### src/verilog/synth_prog_pkg.sv
// Purpose: Constants for the synthesizer programming host controller.
// Assumes: 10 MHz system clock; serial clock made by a divider.
// Notes:   Words shift most significant bit first.
// Overview of operation
// - User picks prescaler keeping output within limit.
// - Latch method: function(reset 0), reference, N.
// - Enable method: enable low, three writes, raise.
// - Wait one microsecond after raising enable.
// - Reset method: function(1), reference, N, function(0).
// - Serial clock never faster than 20 MHz.
// - Load low, three bytes, then load high.
// - Data valid before first (rising) clock edge.
// - Output inactive until all three latches written.
// - Enable from output pin; lock status polled.
package synth_prog_pkg;
	localparam int          WORD_BITS       = 24;
	localparam int          BYTE_BITS       = 8;
	localparam logic [1:0]  SEL_REFERENCE   = 2'h0;
	localparam logic [1:0]  SEL_N_COUNTER   = 2'h1;
	localparam logic [1:0]  SEL_FUNCTION    = 2'h2;
	localparam int          CTRL_LO_POS     = 0;
	localparam int          COUNTER_RST_POS = 2;
	localparam int          PRI_CP_LSB_POS  = 15;
	localparam int          SEC_CP_LSB_POS  = 18;
	localparam int          PD_POL_POS      = 7;
	localparam int          CP_TRI_POS      = 8;
	localparam int          PRESCALER_POS   = 22;
	localparam int          CLK_MHZ         = 10;
	localparam int          SCLK_MAX_MHZ    = 20;
	localparam int          SCLK_HALF_CYC   = 4;
	localparam int          SETTLE_NS       = 1000;
	localparam int          CLK_PERIOD_NS   = 1000 / CLK_MHZ;
	localparam int          SETTLE_CYC      = (SETTLE_NS + CLK_PERIOD_NS - 1) / CLK_PERIOD_NS;
	localparam logic [1:0]  METHOD_LATCH    = 2'h0;
	localparam logic [1:0]  METHOD_ENABLE   = 2'h1;
	localparam logic [1:0]  METHOD_RESET    = 2'h2;
endpackage : synth_prog_pkg

### src/verilog/serial_word_shifter.sv
// Purpose: Shifts one 24-bit word out on clock, data and load pins.
// Assumes: One system clock; serial clock is a divided enable.
// Notes:   Load drops before the first bit and rises after the last.
`timescale 1ns/10ps
`default_nettype none
module serial_word_shifter
	import synth_prog_pkg::*;
#(
	parameter int HALF_CYC = SCLK_HALF_CYC
) (
	input  wire logic                 clock,
	input  wire logic                 rst_n,
	input  wire logic                 start,
	input  wire logic [WORD_BITS-1:0] word,
	output logic                      busy,
	output logic                      done,
	output logic                      serial_clock,
	output logic                      serial_data,
	output logic                      load_enable
);
	initial begin
		if (HALF_CYC < 1 || HALF_CYC > 256 || 1000 / (2 * HALF_CYC * CLK_PERIOD_NS) > SCLK_MAX_MHZ) begin
			$error("serial_word_shifter: HALF_CYC out of range");
		end
	end

	typedef enum logic [1:0] {
		SH_IDLE  = 2'b00,
		SH_LOW   = 2'b01,
		SH_HIGH  = 2'b10,
		SH_LOAD  = 2'b11
	} shift_state_e;

	shift_state_e           state_r, state_nxt;
	logic [WORD_BITS-1:0]   sreg_r, sreg_nxt;
	logic [4:0]             bits_r, bits_nxt;
	logic [7:0]             div_r, div_nxt;
	logic                   sck_r, sck_nxt;
	logic                   le_r, le_nxt;
	logic                   done_r, done_nxt;
	logic                   tick;

	assign tick = (div_r == 8'(HALF_CYC - 1));

	always_comb begin
		state_nxt = state_r;
		sreg_nxt  = sreg_r;
		bits_nxt  = bits_r;
		div_nxt   = tick ? 8'h00 : div_r + 8'h01;
		sck_nxt   = sck_r;
		le_nxt    = le_r;
		done_nxt  = 1'b0;
		unique case (state_r)
			SH_IDLE: begin
				div_nxt = 8'h00;
				if (start) begin
					sreg_nxt  = word;
					bits_nxt  = 5'h00;
					le_nxt    = 1'b0;
					state_nxt = SH_LOW;
				end
			end
			SH_LOW: begin
				if (tick) begin
					sck_nxt   = 1'b1;
					state_nxt = SH_HIGH;
				end
			end
			SH_HIGH: begin
				if (tick) begin
					sck_nxt  = 1'b0;
					sreg_nxt = {sreg_r[WORD_BITS-2:0], 1'b0};
					bits_nxt = bits_r + 5'h01;
					if (bits_r == 5'(WORD_BITS - 1)) begin
						state_nxt = SH_LOAD;
					end else begin
						state_nxt = SH_LOW;
					end
				end
			end
			SH_LOAD: begin
				if (tick) begin
					le_nxt    = 1'b1;
					done_nxt  = 1'b1;
					state_nxt = SH_IDLE;
				end
			end
		endcase
	end

	always_ff @(posedge clock) begin
		if (!rst_n) begin
			state_r <= SH_IDLE;
			sreg_r  <= '0;
			bits_r  <= 5'h00;
			div_r   <= 8'h00;
			sck_r   <= 1'b0;
			le_r    <= 1'b1;
			done_r  <= 1'b0;
		end else begin
			state_r <= state_nxt;
			sreg_r  <= sreg_nxt;
			bits_r  <= bits_nxt;
			div_r   <= div_nxt;
			sck_r   <= sck_nxt;
			le_r    <= le_nxt;
			done_r  <= done_nxt;
		end
	end

	assign busy         = (state_r != SH_IDLE);
	assign done         = done_r;
	assign serial_clock = sck_r;
	assign serial_data  = sreg_r[WORD_BITS-1];
	assign load_enable  = le_r;
endmodule : serial_word_shifter
`default_nettype wire

### src/verilog/synth_prog_host.sv
// Purpose: Host controller that programs the synthesizer latches.
// Assumes: User gives the three words; pins driven as plain outputs.
// Notes:   Runs one of three power-up methods or single latch writes.
`timescale 1ns/10ps
`default_nettype none
module synth_prog_host
	import synth_prog_pkg::*;
#(
	parameter int HALF_CYC = SCLK_HALF_CYC,
	parameter int SETTLE   = SETTLE_CYC
) (
	input  wire logic                 clock,
	input  wire logic                 rst_n,
	input  wire logic                 init_start,
	input  wire logic [1:0]           init_method,
	input  wire logic [WORD_BITS-1:0] function_word,
	input  wire logic [WORD_BITS-1:0] reference_word,
	input  wire logic [WORD_BITS-1:0] n_counter_word,
	input  wire logic                 single_start,
	input  wire logic [WORD_BITS-1:0] single_word,
	input  wire logic                 power_down_req,
	input  wire logic                 muxed_status_output,
	output logic                      busy,
	output logic                      init_done,
	output logic                      lock_detect,
	output logic                      serial_clock,
	output logic                      serial_data,
	output logic                      load_enable,
	output logic                      chip_enable
);
	initial begin
		if (SETTLE < 1) begin
			$error("synth_prog_host: SETTLE must be at least one cycle");
		end
		if (SETTLE > 65536) begin
			$error("synth_prog_host: SETTLE does not fit the settle counter");
		end
		if (HALF_CYC < 1 || HALF_CYC > 256) begin
			$error("synth_prog_host: HALF_CYC out of range");
		end
	end

	////////////////////////////////////////////////////////////////////////////////////////////////

	typedef enum logic [3:0] {
		ST_IDLE    = 4'h0,
		ST_FUNC    = 4'h1,
		ST_REF     = 4'h2,
		ST_NCNT    = 4'h3,
		ST_FUNC2   = 4'h4,
		ST_SETTLE  = 4'h5,
		ST_SINGLE  = 4'h6,
		ST_WAIT    = 4'h7
	} host_state_e;

	function automatic logic [WORD_BITS-1:0] route(input logic [WORD_BITS-1:0] w, input logic [1:0] sel);
		route = {w[WORD_BITS-1:2], sel};
	endfunction : route

	function automatic logic [WORD_BITS-1:0] set_reset(input logic [WORD_BITS-1:0] w, input logic v);
		set_reset = w;
		set_reset[COUNTER_RST_POS] = v;
	endfunction : set_reset

	host_state_e            state_r, state_nxt, after_r, after_nxt;
	logic [1:0]             method_r, method_nxt;
	logic                   ce_r, ce_nxt;
	logic                   done_r, done_nxt;
	logic [15:0]            cnt_r, cnt_nxt;
	logic                   go;
	logic [WORD_BITS-1:0]   word;
	logic                   sh_busy;
	logic                   sh_done;
	logic                   stat_meta_r, stat_meta_nxt;
	logic                   stat_sync_r, stat_sync_nxt;
	logic [2:0]             loads_r, loads_nxt;

	// Chooses the word for the latch about to be written.
	always_comb begin
		word = route(function_word, SEL_FUNCTION);
		unique case (state_r)
			ST_FUNC:   word = set_reset(route(function_word, SEL_FUNCTION),
						method_r == METHOD_RESET);
			ST_REF:    word = route(reference_word, SEL_REFERENCE);
			ST_NCNT:   word = route(n_counter_word, SEL_N_COUNTER);
			ST_FUNC2:  word = set_reset(route(function_word, SEL_FUNCTION), 1'b0);
			ST_SINGLE: word = single_word;
			default:   word = route(function_word, SEL_FUNCTION);
		endcase
	end

	always_comb begin
		state_nxt  = state_r;
		after_nxt  = after_r;
		method_nxt = method_r;
		ce_nxt     = ce_r;
		done_nxt   = done_r;
		cnt_nxt    = cnt_r;
		go         = 1'b0;
		unique case (state_r)
			ST_IDLE: begin
				ce_nxt = !power_down_req;
				if (init_start) begin
					method_nxt = init_method;
					done_nxt   = 1'b0;
					if (init_method == METHOD_ENABLE) begin
						ce_nxt = 1'b0;
					end
					state_nxt = ST_FUNC;
				end else if (single_start) begin
					state_nxt = ST_SINGLE;
				end
			end
			ST_FUNC, ST_REF, ST_NCNT, ST_FUNC2, ST_SINGLE: begin
				go = !sh_busy;
				if (!sh_busy) begin
					unique case (state_r)
						ST_FUNC:  after_nxt = ST_REF;
						ST_REF:   after_nxt = ST_NCNT;
						ST_NCNT:  after_nxt = (method_r == METHOD_RESET) ? ST_FUNC2 : ST_SETTLE;
						ST_FUNC2: after_nxt = ST_SETTLE;
						default:  after_nxt = ST_IDLE;
					endcase
					state_nxt = ST_WAIT;
				end
			end
			ST_WAIT: begin
				if (sh_done) begin
					state_nxt = after_r;
					cnt_nxt   = 16'h0000;
					if (after_r == ST_SETTLE) begin
						ce_nxt = 1'b1;
					end
				end
			end
			ST_SETTLE: begin
				cnt_nxt = cnt_r + 16'h0001;
				if (cnt_r == 16'(SETTLE - 1)) begin
					done_nxt  = 1'b1;
					state_nxt = ST_IDLE;
				end
			end
			default: begin
				state_nxt = ST_IDLE;
			end
		endcase
	end

	always_ff @(posedge clock) begin
		if (!rst_n) begin
			state_r     <= ST_IDLE;
			after_r     <= ST_IDLE;
			method_r    <= METHOD_LATCH;
			ce_r        <= 1'b0;
			done_r      <= 1'b0;
			cnt_r       <= 16'h0000;
		end else begin
			state_r     <= state_nxt;
			after_r     <= after_nxt;
			method_r    <= method_nxt;
			ce_r        <= ce_nxt;
			done_r      <= done_nxt;
			cnt_r       <= cnt_nxt;
		end
	end

	////////////////////////////////////////////////////////////////////////////////////////////////

	// The status pin is asynchronous, so only the second flip-flop feeds any logic.
	always_comb begin
		stat_meta_nxt = muxed_status_output;
		stat_sync_nxt = stat_meta_r;
	end

	always_ff @(posedge clock) begin
		if (!rst_n) begin
			stat_meta_r <= 1'b0;
			stat_sync_r <= 1'b0;
		end else begin
			stat_meta_r <= stat_meta_nxt;
			stat_sync_r <= stat_sync_nxt;
		end
	end

	// Counts the latch loads of the running power-up pass so the checks can see how many were made.
	always_comb begin
		loads_nxt = loads_r;
		if (state_r == ST_IDLE && init_start) begin
			loads_nxt = 3'h0;
		end else if (sh_done && after_r != ST_IDLE && loads_r != 3'h7) begin
			loads_nxt = loads_r + 3'h1;
		end
	end

	always_ff @(posedge clock) begin
		if (!rst_n) begin
			loads_r <= 3'h0;
		end else begin
			loads_r <= loads_nxt;
		end
	end

	////////////////////////////////////////////////////////////////////////////////////////////////

	serial_word_shifter #(
		.HALF_CYC     (HALF_CYC)
	) u_shift (
		.clock        (clock),
		.rst_n        (rst_n),
		.start        (go),
		.word         (word),
		.busy         (sh_busy),
		.done         (sh_done),
		.serial_clock (serial_clock),
		.serial_data  (serial_data),
		.load_enable  (load_enable)
	);

	assign busy        = (state_r != ST_IDLE);
	assign init_done   = done_r;
	assign lock_detect = stat_sync_r;
	assign chip_enable = ce_r;
endmodule : synth_prog_host
`default_nettype wire

### config.mk
export PLATFORM = sky130hd
export DESIGN_NAME = synth_prog_host
export DESIGN_NICKNAME = d
export VERILOG_FILES = /design/src/verilog/synth_prog_pkg.sv /design/src/verilog/serial_word_shifter.sv /design/src/verilog/synth_prog_host.sv
export SDC_FILE = /design/constraint.sdc
export NUM_CORES = 1
export LEC_CHECK = 0
export ABC_AREA = 0
export BUFFER_PORTS_ARGS = -buffer_cell sky130_fd_sc_hd__buf_2
export CORE_ASPECT_RATIO = 1.5
export CORE_MARGIN = 10
export CORE_UTILIZATION = 55
export CTS_BUF_LIST = sky130_fd_sc_hd__clkbuf_4
export DETAILED_ROUTE_END_ITERATION = 10
export PLACE_DENSITY_LB_ADDON = 0.12
export SYNTH_ARGS = -nofsm -noshare
export SYNTH_HDL_FRONTEND = slang
export SYNTH_HIERARCHICAL = 1
export SYNTH_SLANG_ARGS = --single-unit
### constraint.sdc
create_clock -name clock -period 2.8 [get_ports clock]
set_clock_uncertainty 0.05 [all_clocks]
set_input_delay 0.42 -clock clock [delete_from_list [all_inputs] [get_ports clock]]
set_output_delay 0.42 -clock clock [all_outputs]
set_load 0.02 [all_outputs]
# Yosys cells after proc, flatten, opt, wreduce, memory -nomap -nowiden
# Cells that the tools add are included.
[totals] register_bits=72 latch_bits=0 mem_bits_rw=0 rom_bits=0 input_bits=104 out_inout_bits=7 wordCells=109 memories=0
[op_classes] addsub=3 mul=0 n_div=0 order_cmp=0 eq_ne=26 n_shift=0 n_mux=38 bitwise_logic=2 n_reduce_logical=25
[ops] cell="$pmux W24 S5" n=1
[ops] cell="$mux W24" n=2
[ops] cell="$pmux W24 S2" n=1
[ops] cell="$pmux W16 S2" n=1
[ops] cell="$eq A4 B3 Y1 const B" n=5
[ops] cell="$mux W4" n=5
[ops] cell="$add A16 B1 Y16 const B" n=1
[ops] cell="$eq A16 B4 Y1 const B" n=1
[ops] cell="$mux W16" n=1
[ops] cell="$pmux W4 S4" n=1
[ops] cell="$reduce_and A3 Y1" n=5
[ops] cell="$reduce_bool A2 Y1" n=7
[ops] cell="$mux W1" n=12
[ops] cell="$pmux W3 S4" n=1
[ops] cell="$mux W2" n=5
[ops] cell="$mux W5" n=2
[ops] cell="$ne A2 B2 Y1 const B" n=5
[ops] cell="$pmux W5 S2" n=1
[ops] cell="$add A8 B1 Y8 const B" n=1
[ops] cell="$eq A4 B2 Y1 const B" n=2
[ops] cell="$eq A8 B2 Y1 const B" n=1
[ops] cell="$ne A2 B1 Y1 const B" n=4
[ops] cell="$pmux W1 S2" n=4
[ops] cell="$pmux W2 S4" n=1
[ops] cell="other kinds (15)" n=24

# Logic depth before layout (Yosys ltp)
# Gate-level depths: netlist of the first run.
[logic_depth] depth_word=5 ltp_mapped=10 mapped_depth_nobuf=6

# Modules after synthesis
# Netlist of the first run, hierarchy kept.
[by_module_without_submodules] module="synth_prog_host" n_inst=1 cells_per_inst=267 area_each_um2=2093.3 seq_area_each_um2=560.5
[by_module_without_submodules] module="serial_word_shifter" n_inst=1 cells_per_inst=204 area_each_um2=2028.2 seq_area_each_um2=840.8

# Worst setup path before layout of the first run
# Ideal clock, no wire load.
[synth_path] path_kind="reg-to-reg" from="register u_shift.state_r[1]" to="register u_shift.sreg_r[10]" setup_ns=0.134 arrival_time_ns=2.070 required_ns=2.616 slack_ns=0.546 path_stages_with_launch=11 cell_sequence="dfxtp_1 -> buf_6 -> or2_2 -> clkbuf_1 -> nor3_1 -> or2b_1 -> o21ai_4 -> and2_1 -> buf_6 -> buf_8 -> a211oi_1"
[synth_via] elab_chain_cells=5 elab_cells_between_ends=10
[synth_lines] element="start, declared" line="serial_word_shifter.sv:34" rtl="shift_state_e state_r, state_nxt;"
[synth_lines] element="start signal, assigned" line="serial_word_shifter.sv:101" rtl="state_r <= state_nxt;"
[synth_lines] element="$reduce_bool A2 Y1" line="serial_word_shifter.sv:111" rtl="assign busy = (state_r != SH_IDLE);"
[synth_lines] element="via sh_busy" line="synth_prog_host.sv:72" rtl="logic sh_busy;"
[synth_lines] element="$logic_not A1 Y1"
[synth_lines] element="$mux W1" line="synth_prog_host.sv:100" rtl="unique case (state_r)"
[synth_lines] element="via go" line="synth_prog_host.sv:70" rtl="logic go;"
[synth_lines] element="$ne A2 B2 Y1 (no line)"
[synth_lines] element="$reduce_and A3 Y1 (no line)"
[synth_lines] element="end signal, assigned" line="serial_word_shifter.sv:102" rtl="sreg_r <= sreg_nxt;"
[synth_lines] element="end, declared" line="serial_word_shifter.sv:35" rtl="logic [WORD_BITS-1:0] sreg_r, sreg_nxt;"
# The timed path passes the listed nets, and every way through them passes these cells.
# A chain may end at the register's enable or synchronous reset.

==> reports/metrics.yaml, run 1 <==
status: "complete, no violations"
peakVddDrop_v: 0.000415
antenna_found_initial: 0
syn_inst: 471
clockBufferDepth: 2
final_cell_mix: "buf_2, dfxtp_1, a21oi_1"
avgRoutedWirePerCell_um: 16.7
core_area_um2: 7270
leakage_nw: 1.97
ys_types: 73
io_pins: 111
firstDrtPassIters: 4
async_flop_share: 0
fp.dieW_um: 90.7
p_int_mw: 2.55
syn_to_final_growth_pct: 17.1
finalHoldViolCount: 0
switchingPower_mw: 1.64
maxCapViolations: 0
slew_headroom: 0.390
synth_edf_count: 0
p_clk_frac: 0.200
worstSetupEndpointType: "flop"
p_seq_frac: 0.339
fin_crit_ns: 2.48
crit_required_ns: 3.02
setup_viol: 0
syn-num-nets: 579
grt_start_max_net_pins: 34
dieHeight_um: 126
critPathKind: "flop to flop"
yosysSeqAreaShare: 0.340
cts_root_buf: "clkbuf_4"
synth.avg_cell_area_um2: 8.75
critPathLaunchType: "flop"
grt_overflow: 0
min_path_type: "input pin to flop"
rows: 38
rsz0062_at_grt: "false"
final.setup.tns_ns: 0
crit_path_cell_trace: "nor3_2 > nor3_1 > or2b_1 > o21ai_4 > and2_1 > a211oi_1"
cts_tree: "done"
arrival_ns: 2.70
initial_core_util: 0.567
final_layout_size_suffix_gt1_frac: 0.277
antenna_left: 0
gp_congestion: 0.844
track_usage: 0.192
clock-sinks: 70
final_common_cell: "buf_2"
route.vias.total: 4020
slowest_stage: "and2_1"
antenna_cells: 0
drt_first_iter_violations: 189
worstSkewPairLatency_ns: 0.44
synth-seq-cells: 70
cts_made_buffers: 9
postCtsSetupBuffers: 0
cts_resized: 0
cts_htree_levels: 3
r2r_cells: 6
dieArea_um2: 11400
ys.flop_type: "dfxtp_1"
hold_depth: 2
fmax_mhz: 403
dp_hpwl_um: 8440
ys.warnings.count: 6
cts.reportedPaths.clkPinSlew_ns: 0.11
netlist_area_um2: 4120
fin_nets: 674
io_buffers: 104
powerDensity_nw_per_um2: 869
grt_pass1_wl_um: 18700
switching_share: 0.391
drc: 0
cts_hold_buf: 0
power_frac_comb: 0.461
worstMarginPinSlew_ns: 0.915
wl_um: 11200
fin_crit_sh: 0.886
total_power_mw: 4.19
grt_pass1_vias: 4138
slowest_delay_ns: 0.74
drv_slew: 0
crit_fanout: 23
vias_per_cell: 5.99
[power by group through the flow]
| stage | clock [mW] | combinational [mW] | sequential [mW] |
|---|---|---|---|
| after CTS | 0.855 | 1.94 | 1.42 |
| after detailed placement | 0 | 1.93 | 1.44 |
| final | 0.839 | 1.93 | 1.42 |
| after floorplan | 0 | 1.59 | 1.41 |
| after global routing | 0.889 | 2.15 | 1.46 |
| after global placement | 0 | 1.87 | 1.43 |
[layout make-up]
type                       instances  area, um2
fill                             654       2450
multi-input combinational        350       2410
sequential                        70       1400
timing repair buffer             121        648
tap                              100        125
clock inverter                     4       95.1
clock buffer                      12       90.1
inverter                          14       52.6
[flip-flops by register name, indices dropped and copies added (netlist names), 2 cells and up]
| name | cells |
|---|---|
| after_r | 3 |
| cnt_r | 16 |
| method_r | 2 |
| state_r | 3 |
| u_shift/bits_r | 5 |
| u_shift/div_r | 8 |
| u_shift/sreg_r | 24 |
| u_shift/state_r | 2 |
[critical path: cells and delay by family, from the launching register on]
kind,cells,cell delay (ns)
DFF,1,0.54
AOI/OAI and AO/OA,2,0.27
and+or+nand+nor,4,1.43
[cells in the mapped netlist (2+ instances only)]
master / count / area (um2)
o21ai_0: 10 / 50.1
o311ai_0: 4 / 35.0
o21a_1: 3 / 22.5
and3_1: 8 / 50.1
nor4b_1: 2 / 17.5
a21oi_1: 45 / 225
buf_2: 11 / 55.1
a221o_1: 12 / 120
clkinv_1: 2 / 7.51
a22oi_1: 22 / 165
mux2i_1: 26 / 260
or2_2: 5 / 31.3
a211oi_2: 4 / 50.1
buf_6: 6 / 67.6
o211a_1: 3 / 30.0
ha_1: 4 / 50.1
clkbuf_1: 9 / 33.8
nand4_1: 5 / 31.3
dfxtp_1: 70 / 1400
or3_1: 3 / 18.8
dlygate4sd1_1: 3 / 26.3
nor4_1: 3 / 18.8
a21o_1: 3 / 22.5
a31oi_1: 9 / 56.3
a211oi_1: 23 / 173
nand3_1: 17 / 85.1
o211ai_1: 5 / 37.5
nor2_1: 26 / 97.6
nor3b_1: 3 / 22.5
xor2_1: 5 / 43.8
a22o_1: 10 / 87.6
nor3_1: 4 / 20.0
nand2b_1: 5 / 31.3
nand4b_1: 2 / 17.5
buf_1: 2 / 7.51
o221a_2: 2 / 22.5
and2_1: 7 / 43.8
or4_1: 4 / 30.0
inv_1: 12 / 45.0
nand2_1: 36 / 135
and4b_1: 2 / 20.0
buf_4: 3 / 22.5
[routing by layer]
| layer | up-vias | global-route usage | share of wire | wire length [um] |
|---|---|---|---|---|
| met4 | 0 | 0.0761 | 0.016 | 180 |
| met5 | - | 0 | 0 | 0 |
| met2 | 118 | 0.354 | 0.52 | 5870 |
| met3 | 18 | 0.0452 | 0.050 | 557 |
| met1 | 1892 | 0.205 | 0.41 | 4590 |
| li1 | 1992 | - | - | - |
[cells by family (layout without fill, tap and decap cells)]
group,Yosys count,after routing,synth area share
XOR/XNOR,6,6,0.0128
AO/OA/AOI/OAI,169,169,0.297
flip-flops,70,70,0.340
multiplexers,26,26,0.0631
buffers and inverters,51,151,0.0741
adder cells (fa/ha/maj),4,4,0.0121
AND/OR/NAND/NOR,145,145,0.201
[worst paths after layout]
path | startpoint | end | slack (ns)
max | state_r[0]$_SDFFE_PN0P_ | u_shift/sreg_r[21]$_SDFFE_PN0P_ | 0.32
min | muxed_status_output | stat_meta_r$_SDFF_PN0_ | 0.14
max reg2reg | state_r[0]$_SDFFE_PN0P_ | u_shift/sreg_r[21]$_SDFFE_PN0P_ | 0.32
min reg2reg | stat_meta_r$_SDFF_PN0_ | lock_detect$_SDFF_PN0_ | 0.39
[metrics by stage]
stage	utilization	setup WS [ns]	instances	hold WS, ns	instance area [um2]
after global routing	0.664	0.127	671	0.120	4830
after floorplan	-	0.546	471	0.362	4120
after detailed placement	0.638	0.372	655	0.369	4640
after global placement	0.638	0.492	655	0.363	4640
after CTS	0.664	0.310	671	0.120	4830
final	0.664	0.320	671	0.138	4830
No activity file was read; power rests on OpenSTA's default activity.
==> run 2, diff against run 1 <==
--- a/config.mk
+++ b/config.mk
@@ -7,7 +7,7 @@
 export LEC_CHECK = 0
 export ABC_AREA = 0
 export BUFFER_PORTS_ARGS = -buffer_cell sky130_fd_sc_hd__buf_2
-export CORE_ASPECT_RATIO = 1.5
+export CORE_ASPECT_RATIO = 1.4
 export CORE_MARGIN = 10
 export CORE_UTILIZATION = 55
 export CTS_BUF_LIST = sky130_fd_sc_hd__clkbuf_4
==> run 2 against run 1 <==
  * Die area down 0.20%
  * Highest routed layer unchanged
  * Critical path depth up 1
  * Clock-buffer cell count down 3
  * Largest power group unchanged
  * Sequential share of layout area about the same
  * Utilization down 0.26 points
==> reports/metrics.yaml, run 2 (synthesis gave the netlist of run 1 again) <==
status: "complete, no violations"
cts_root_buf: "clkbuf_4"
grt_start_max_net_pins: 34  # unchanged
antenna_left: 0  # unchanged
grt_pass1_vias: 3993  # -3.5%
dieArea_um2: 11400  # -0.20%
crit_required_ns: 3.05  # +0.03 ns
cts_tree: "done"
min_path_type: "input pin to flop"
grt_pass1_wl_um: 18100  # -3.1%
arrival_ns: 2.50  # -0.20 ns
drv_slew: 0  # unchanged
drt_first_iter_violations: 249  # +32%
r2r_cells: 7  # +1
total_power_mw: 4.26  # +1.6%
critPathLaunchType: "flop"
leakage_nw: 1.97  # -0.14%
top_register: "u_shift/sreg_r"
cts_hold_buf: 0  # unchanged
peakVddDrop_v: 0.000374  # -9.7%
slew_headroom: 0.503  # +0.113
cts.reportedPaths.clkPinSlew_ns: 0.12  # about the same
endpoint: "u_shift/sreg_r[3]$_SDFFE_PN0P_"
worstSkewPairLatency_ns: 0.43  # about the same
route.vias.total: 4055  # +0.87%
worstMarginPinSlew_ns: 0.738  # -0.177 ns
fin_crit_sh: 0.804  # -0.0820
clock-sinks: 70  # unchanged
rsz0062_at_grt: "false"
track_usage: 0.191  # -0.00150
cts_made_buffers: 9  # unchanged
vias_per_cell: 6.08  # +1.5%
worstSetupEndpointType: "flop"
finalHoldViolCount: 0  # unchanged
core_area_um2: 7310  # +0.55%
antenna_found_initial: 0  # unchanged
fin_nets: 673  # -0.15%
final_common_cell: "buf_2"
fin_crit_ns: 2.25  # -0.229 ns
postCtsSetupBuffers: 0  # unchanged
setup_viol: 0  # unchanged
fmax_mhz: 444  # +10%
antenna_cells: 0  # unchanged
largest_reg_flops: 24  # unchanged
powerDensity_nw_per_um2: 882  # +1.5%
firstDrtPassIters: 5  # +1
io_buffers: 104  # unchanged
syn_to_final_growth_pct: 17.3
regToRegStartpoint: "u_shift/state_r[1]$_SDFFE_PN0P_"
cp-startpoint: "u_shift/state_r[1]$_SDFFE_PN0P_"
reg2reg_slack_ns: 0.55  # +0.23 ns
drc: 0  # unchanged
gp_congestion: 0.849  # +0.58%
final_layout_size_suffix_gt1_frac: 0.274  # -0.00302
crit_fanout: 23  # unchanged
cts_resized: 0  # unchanged
avgRoutedWirePerCell_um: 16.9  # +1.1%
final_cell_mix: "buf_2, dfxtp_1, a21oi_1"
dp_hpwl_um: 8380  # -0.77%
rows: 37  # -2.6%
clockBufferDepth: 2  # unchanged
grt_overflow: 0  # unchanged
io_pins: 111  # unchanged
reg.largest.list: "u_shift/sreg_r (24), cnt_r (16), u_shift/div_r (8)"
cts_htree_levels: 3  # unchanged
maxCapViolations: 0  # unchanged
wl_um: 11200  # +0.53%
critPathKind: "flop to flop"
dieHeight_um: 122  # -2.9%
fp.dieW_um: 93.2  # +2.7%
initial_core_util: 0.563  # -0.00310
rr_endpoint: "u_shift/sreg_r[3]$_SDFFE_PN0P_"
final.setup.tns_ns: 0  # unchanged
[run 2: cell types whose count changed in the layout (fill, tap and decap cells not counted), sizes merged]
cell,before,now
clkbuf,12,9
bufinv,3,4
clkinv,3,4
clkinvlp,0,1
buf,121,120
[run 2: worst min-delay path by stage]
stage	start	to	slack [ns]	depth (start not counted)
after global placement	stat_meta_r$_SDFF_PN0_	lock_detect$_SDFF_PN0_	0.37	1
after global routing	muxed_status_output	stat_meta_r$_SDFF_PN0_	0.12	2
after detailed placement	stat_meta_r$_SDFF_PN0_	lock_detect$_SDFF_PN0_	0.37	1
final	muxed_status_output	stat_meta_r$_SDFF_PN0_	0.15	2
after CTS	muxed_status_output	stat_meta_r$_SDFF_PN0_	0.13	2
after floorplan	stat_meta_r$_SDFF_PN0_	lock_detect$_SDFF_PN0_	0.36	1
[run 2: area by class of cell]
type | instances | area, um2
fill | 652 | 2480
multi-input combinational | 350 | 2410
tap | 97 | 121
timing repair buffer | 120 | 641
clock buffer | 9 | 67.6
clock inverter | 7 | 136
inverter | 14 | 52.6
sequential | 70 | 1400
[run 2: power breakdown]
group / leakage, nW / switching [mW] / internal, mW / total (mW)
Clock: 0.104 / 0.365 / 0.537 / 0.902
Combinational: 1.29 / 1.11 / 0.825 / 1.93
Sequential: 0.572 / 0.179 / 1.25 / 1.43
Total: 1.97 / 1.65 / 2.61 / 4.26
[run 2: per-layer routing]
layer  GRT usage  wire, um  part of all wire
met5           0         0                 0
met4      0.0716       221             0.020
met3      0.0733       761             0.068
met2       0.337      5790              0.51
met1       0.201      4470              0.40
[run 2: worst max-delay path: stages (launching register included)]
cell	delay, ns
dfxtp_1	0.33
or2_2	0.39
nor3_1	0.26
or2b_1	0.33
o21ai_4	0.17
and2_1	0.18
buf_4	0.27
a211oi_1	0.13
[run 2: metrics by stage]
stage	area (um2)	util	setup WS (ns)	cells	hold slack, ns
2_1_floorplan	4120	-	0.546	471	0.362
3_3_place_gp	4630	0.633	0.620	651	0.365
3_5_place_dp	4630	0.633	0.612	651	0.374
4_1_cts	4830	0.661	0.576	667	0.126
5_1_grt	4830	0.661	0.411	667	0.122
6_report	4830	0.661	0.550	667	0.154
==> run 3, diff against run 2 <==
==> constraint.sdc (replaced) <==
create_clock -name clock -period 2.29 [get_ports clock]
set_clock_uncertainty 0.05 [all_clocks]
set_input_delay 0.3435 -clock clock [delete_from_list [all_inputs] [get_ports clock]]
set_output_delay 0.3435 -clock clock [all_outputs]
set_load 0.02 [all_outputs]
==> run 3 against run 2 <==
  * Design area is 1.0% lower
  * Critical path depth decreased by 1
  * Final cell count increased by 0.90%
  * Routed wire length shrank 1.7%
  * Fmax increased by 6.4%
  * Largest power group unchanged
==> reports/metrics.yaml, run 3 (synthesis gave the netlist of run 1 again) <==
crit_fanout: 17  # -26%
leakage_nw: 1.96  # -0.47%
rows: 37  # unchanged
maxCapViolations: 0  # unchanged
slew_headroom: 0.573  # +0.0695
grt_overflow: 0  # unchanged
grt_start_max_net_pins: 34  # unchanged
drc: 0  # unchanged
cts_hold_buf: 0  # unchanged
status: "complete, no violations"
critPathLaunchType: "flop"
fmax_mhz: 473  # +6.4%
grt_pass1_wl_um: 18200  # +0.38%
syn_to_final_growth_pct: 16.1
initial_core_util: 0.563  # unchanged
grt_pass1_vias: 3996  # +0.075%
crit_required_ns: 2.54  # -0.51 ns
route.vias.total: 4000  # -1.4%
worstMarginPinSlew_ns: 0.641  # -0.0974 ns
antenna_cells: 0  # unchanged
largest_reg_flops: 24  # unchanged
total_power_mw: 4.83  # +13%
cts_tree: "done"
arrival_ns: 2.36  # -0.14 ns
final_cell_area_um2: 4780  # -1.0%
powerDensity_nw_per_um2: 1010  # +14%
clockBufferDepth: 2  # unchanged
worstSkewPairLatency_ns: 0.42  # about the same
setup_viol: 0  # unchanged
track_usage: 0.191  # +0.000349
fin_nets: 679  # +0.89%
final.setup.tns_ns: 0  # unchanged
critPathKind: "flop to flop"
cts.reportedPaths.clkPinSlew_ns: 0.11  # about the same
worstSetupEndpointType: "flop"
top_register: "u_shift/sreg_r"
dp_hpwl_um: 8400  # +0.27%
reg.largest.list: "u_shift/sreg_r (24), cnt_r (16), u_shift/div_r (8)"
dieArea_um2: 11400  # unchanged
r2r_cells: 6  # -1
hold_depth: 2  # unchanged
gp_congestion: 0.832  # -1.9%
drv_slew: 0  # unchanged
final_layout_size_suffix_gt1_frac: 0.281  # +0.00757
fp.dieW_um: 93.2  # unchanged
rsz0062_at_grt: "false"
firstDrtPassIters: 6  # +1
avgRoutedWirePerCell_um: 16.4  # -2.6%
drt_first_iter_violations: 222  # -11%
fin_crit_sh: 0.923  # +0.120
postCtsSetupBuffers: 0  # unchanged
cts_made_buffers: 9  # unchanged
final_common_cell: "buf_2"
antenna_found_initial: 0  # unchanged
io_pins: 111  # unchanged
final_cell_mix: "buf_2, dfxtp_1, a21oi_1"
vias_per_cell: 5.94  # -2.2%
dieHeight_um: 122  # unchanged
core_area_um2: 7310  # unchanged
min_path_type: "input pin to flop"
antenna_left: 0  # unchanged
fin_crit_ns: 2.11  # -0.135 ns
reg2reg_slack_ns: 0.18  # -0.37 ns
cts_root_buf: "clkbuf_4"
wl_um: 11100  # -1.7%
finalHoldViolCount: 0  # unchanged
io_buffers: 104  # unchanged
peakVddDrop_v: 0.000589  # +57%
clock-sinks: 70  # unchanged
postPlaceCellArea_um2: 4680  # +0.97%
cts_htree_levels: 3  # unchanged
cts_resized: 0  # unchanged
## run 3: cell count changes in the layout (fill, tap and decap cells not counted), sizes merged
cell    previous run  this run
bufinv             4         0
buf              120       126
clkinv             4         6
clkbuf             9        11
## run 3: layout make-up
cell class / count / area (um2)
inverters: 14 / 52.6
flip-flops and latches: 70 / 1400
well taps: 97 / 121
repair buffers: 126 / 686
fillers: 647 / 2530
multi-input cells: 350 / 2410
clock inverters: 5 / 26.3
clock buffers: 11 / 82.6
## run 3: final timing paths
| path | startpoint | end |
|---|---|---|
| worst max-delay path | state_r[0]$_SDFFE_PN0P_ | u_shift/sreg_r[23]$_SDFFE_PN0P_ |
| worst min-delay path | muxed_status_output | stat_meta_r$_SDFF_PN0_ |
| worst max register to register | state_r[0]$_SDFFE_PN0P_ | u_shift/sreg_r[23]$_SDFFE_PN0P_ |
| worst min register to register | stat_meta_r$_SDFF_PN0_ | lock_detect$_SDFF_PN0_ |
## run 3: layer usage
| metal | GRT usage | wire [um] | share of wire |
|---|---|---|---|
| met3 | 0.0757 | 705 | 0.064 |
| met2 | 0.334 | 5660 | 0.51 |
| met5 | 0 | 0 | 0 |
| met1 | 0.209 | 4520 | 0.41 |
| met4 | 0.0542 | 174 | 0.016 |
## run 3: through the flow
stage                     utilization  std cells  hold WS (ns)  worst slack [ns]
final                           0.654        673        0.0794             0.175
after global routing            0.654        673        0.0452            0.0261
after CTS                       0.654        673        0.0606             0.172
after detailed placement        0.639        657         0.376             0.201
after global placement          0.639        657         0.364             0.252
after floorplan                     -        471         0.362            0.0362
## run 3: where the power goes
part           internal, mW  leakage [nW]  switching [mW]  total (mW)
combinational          1.06          1.32            1.33        2.39
clock                 0.239        0.0641           0.435       0.674
sequential             1.53         0.572           0.233        1.76
total                  2.83          1.96            2.00        4.83
## run 3: critical path, cell delays in order, from the launching register on
cell and delay [ns]:
dfxtp_1 0.59, inv_1 0.13, and3_1 0.40, a22o_1 0.32, a221o_1 0.26, mux2i_1 0.16, a211oi_2 0.09
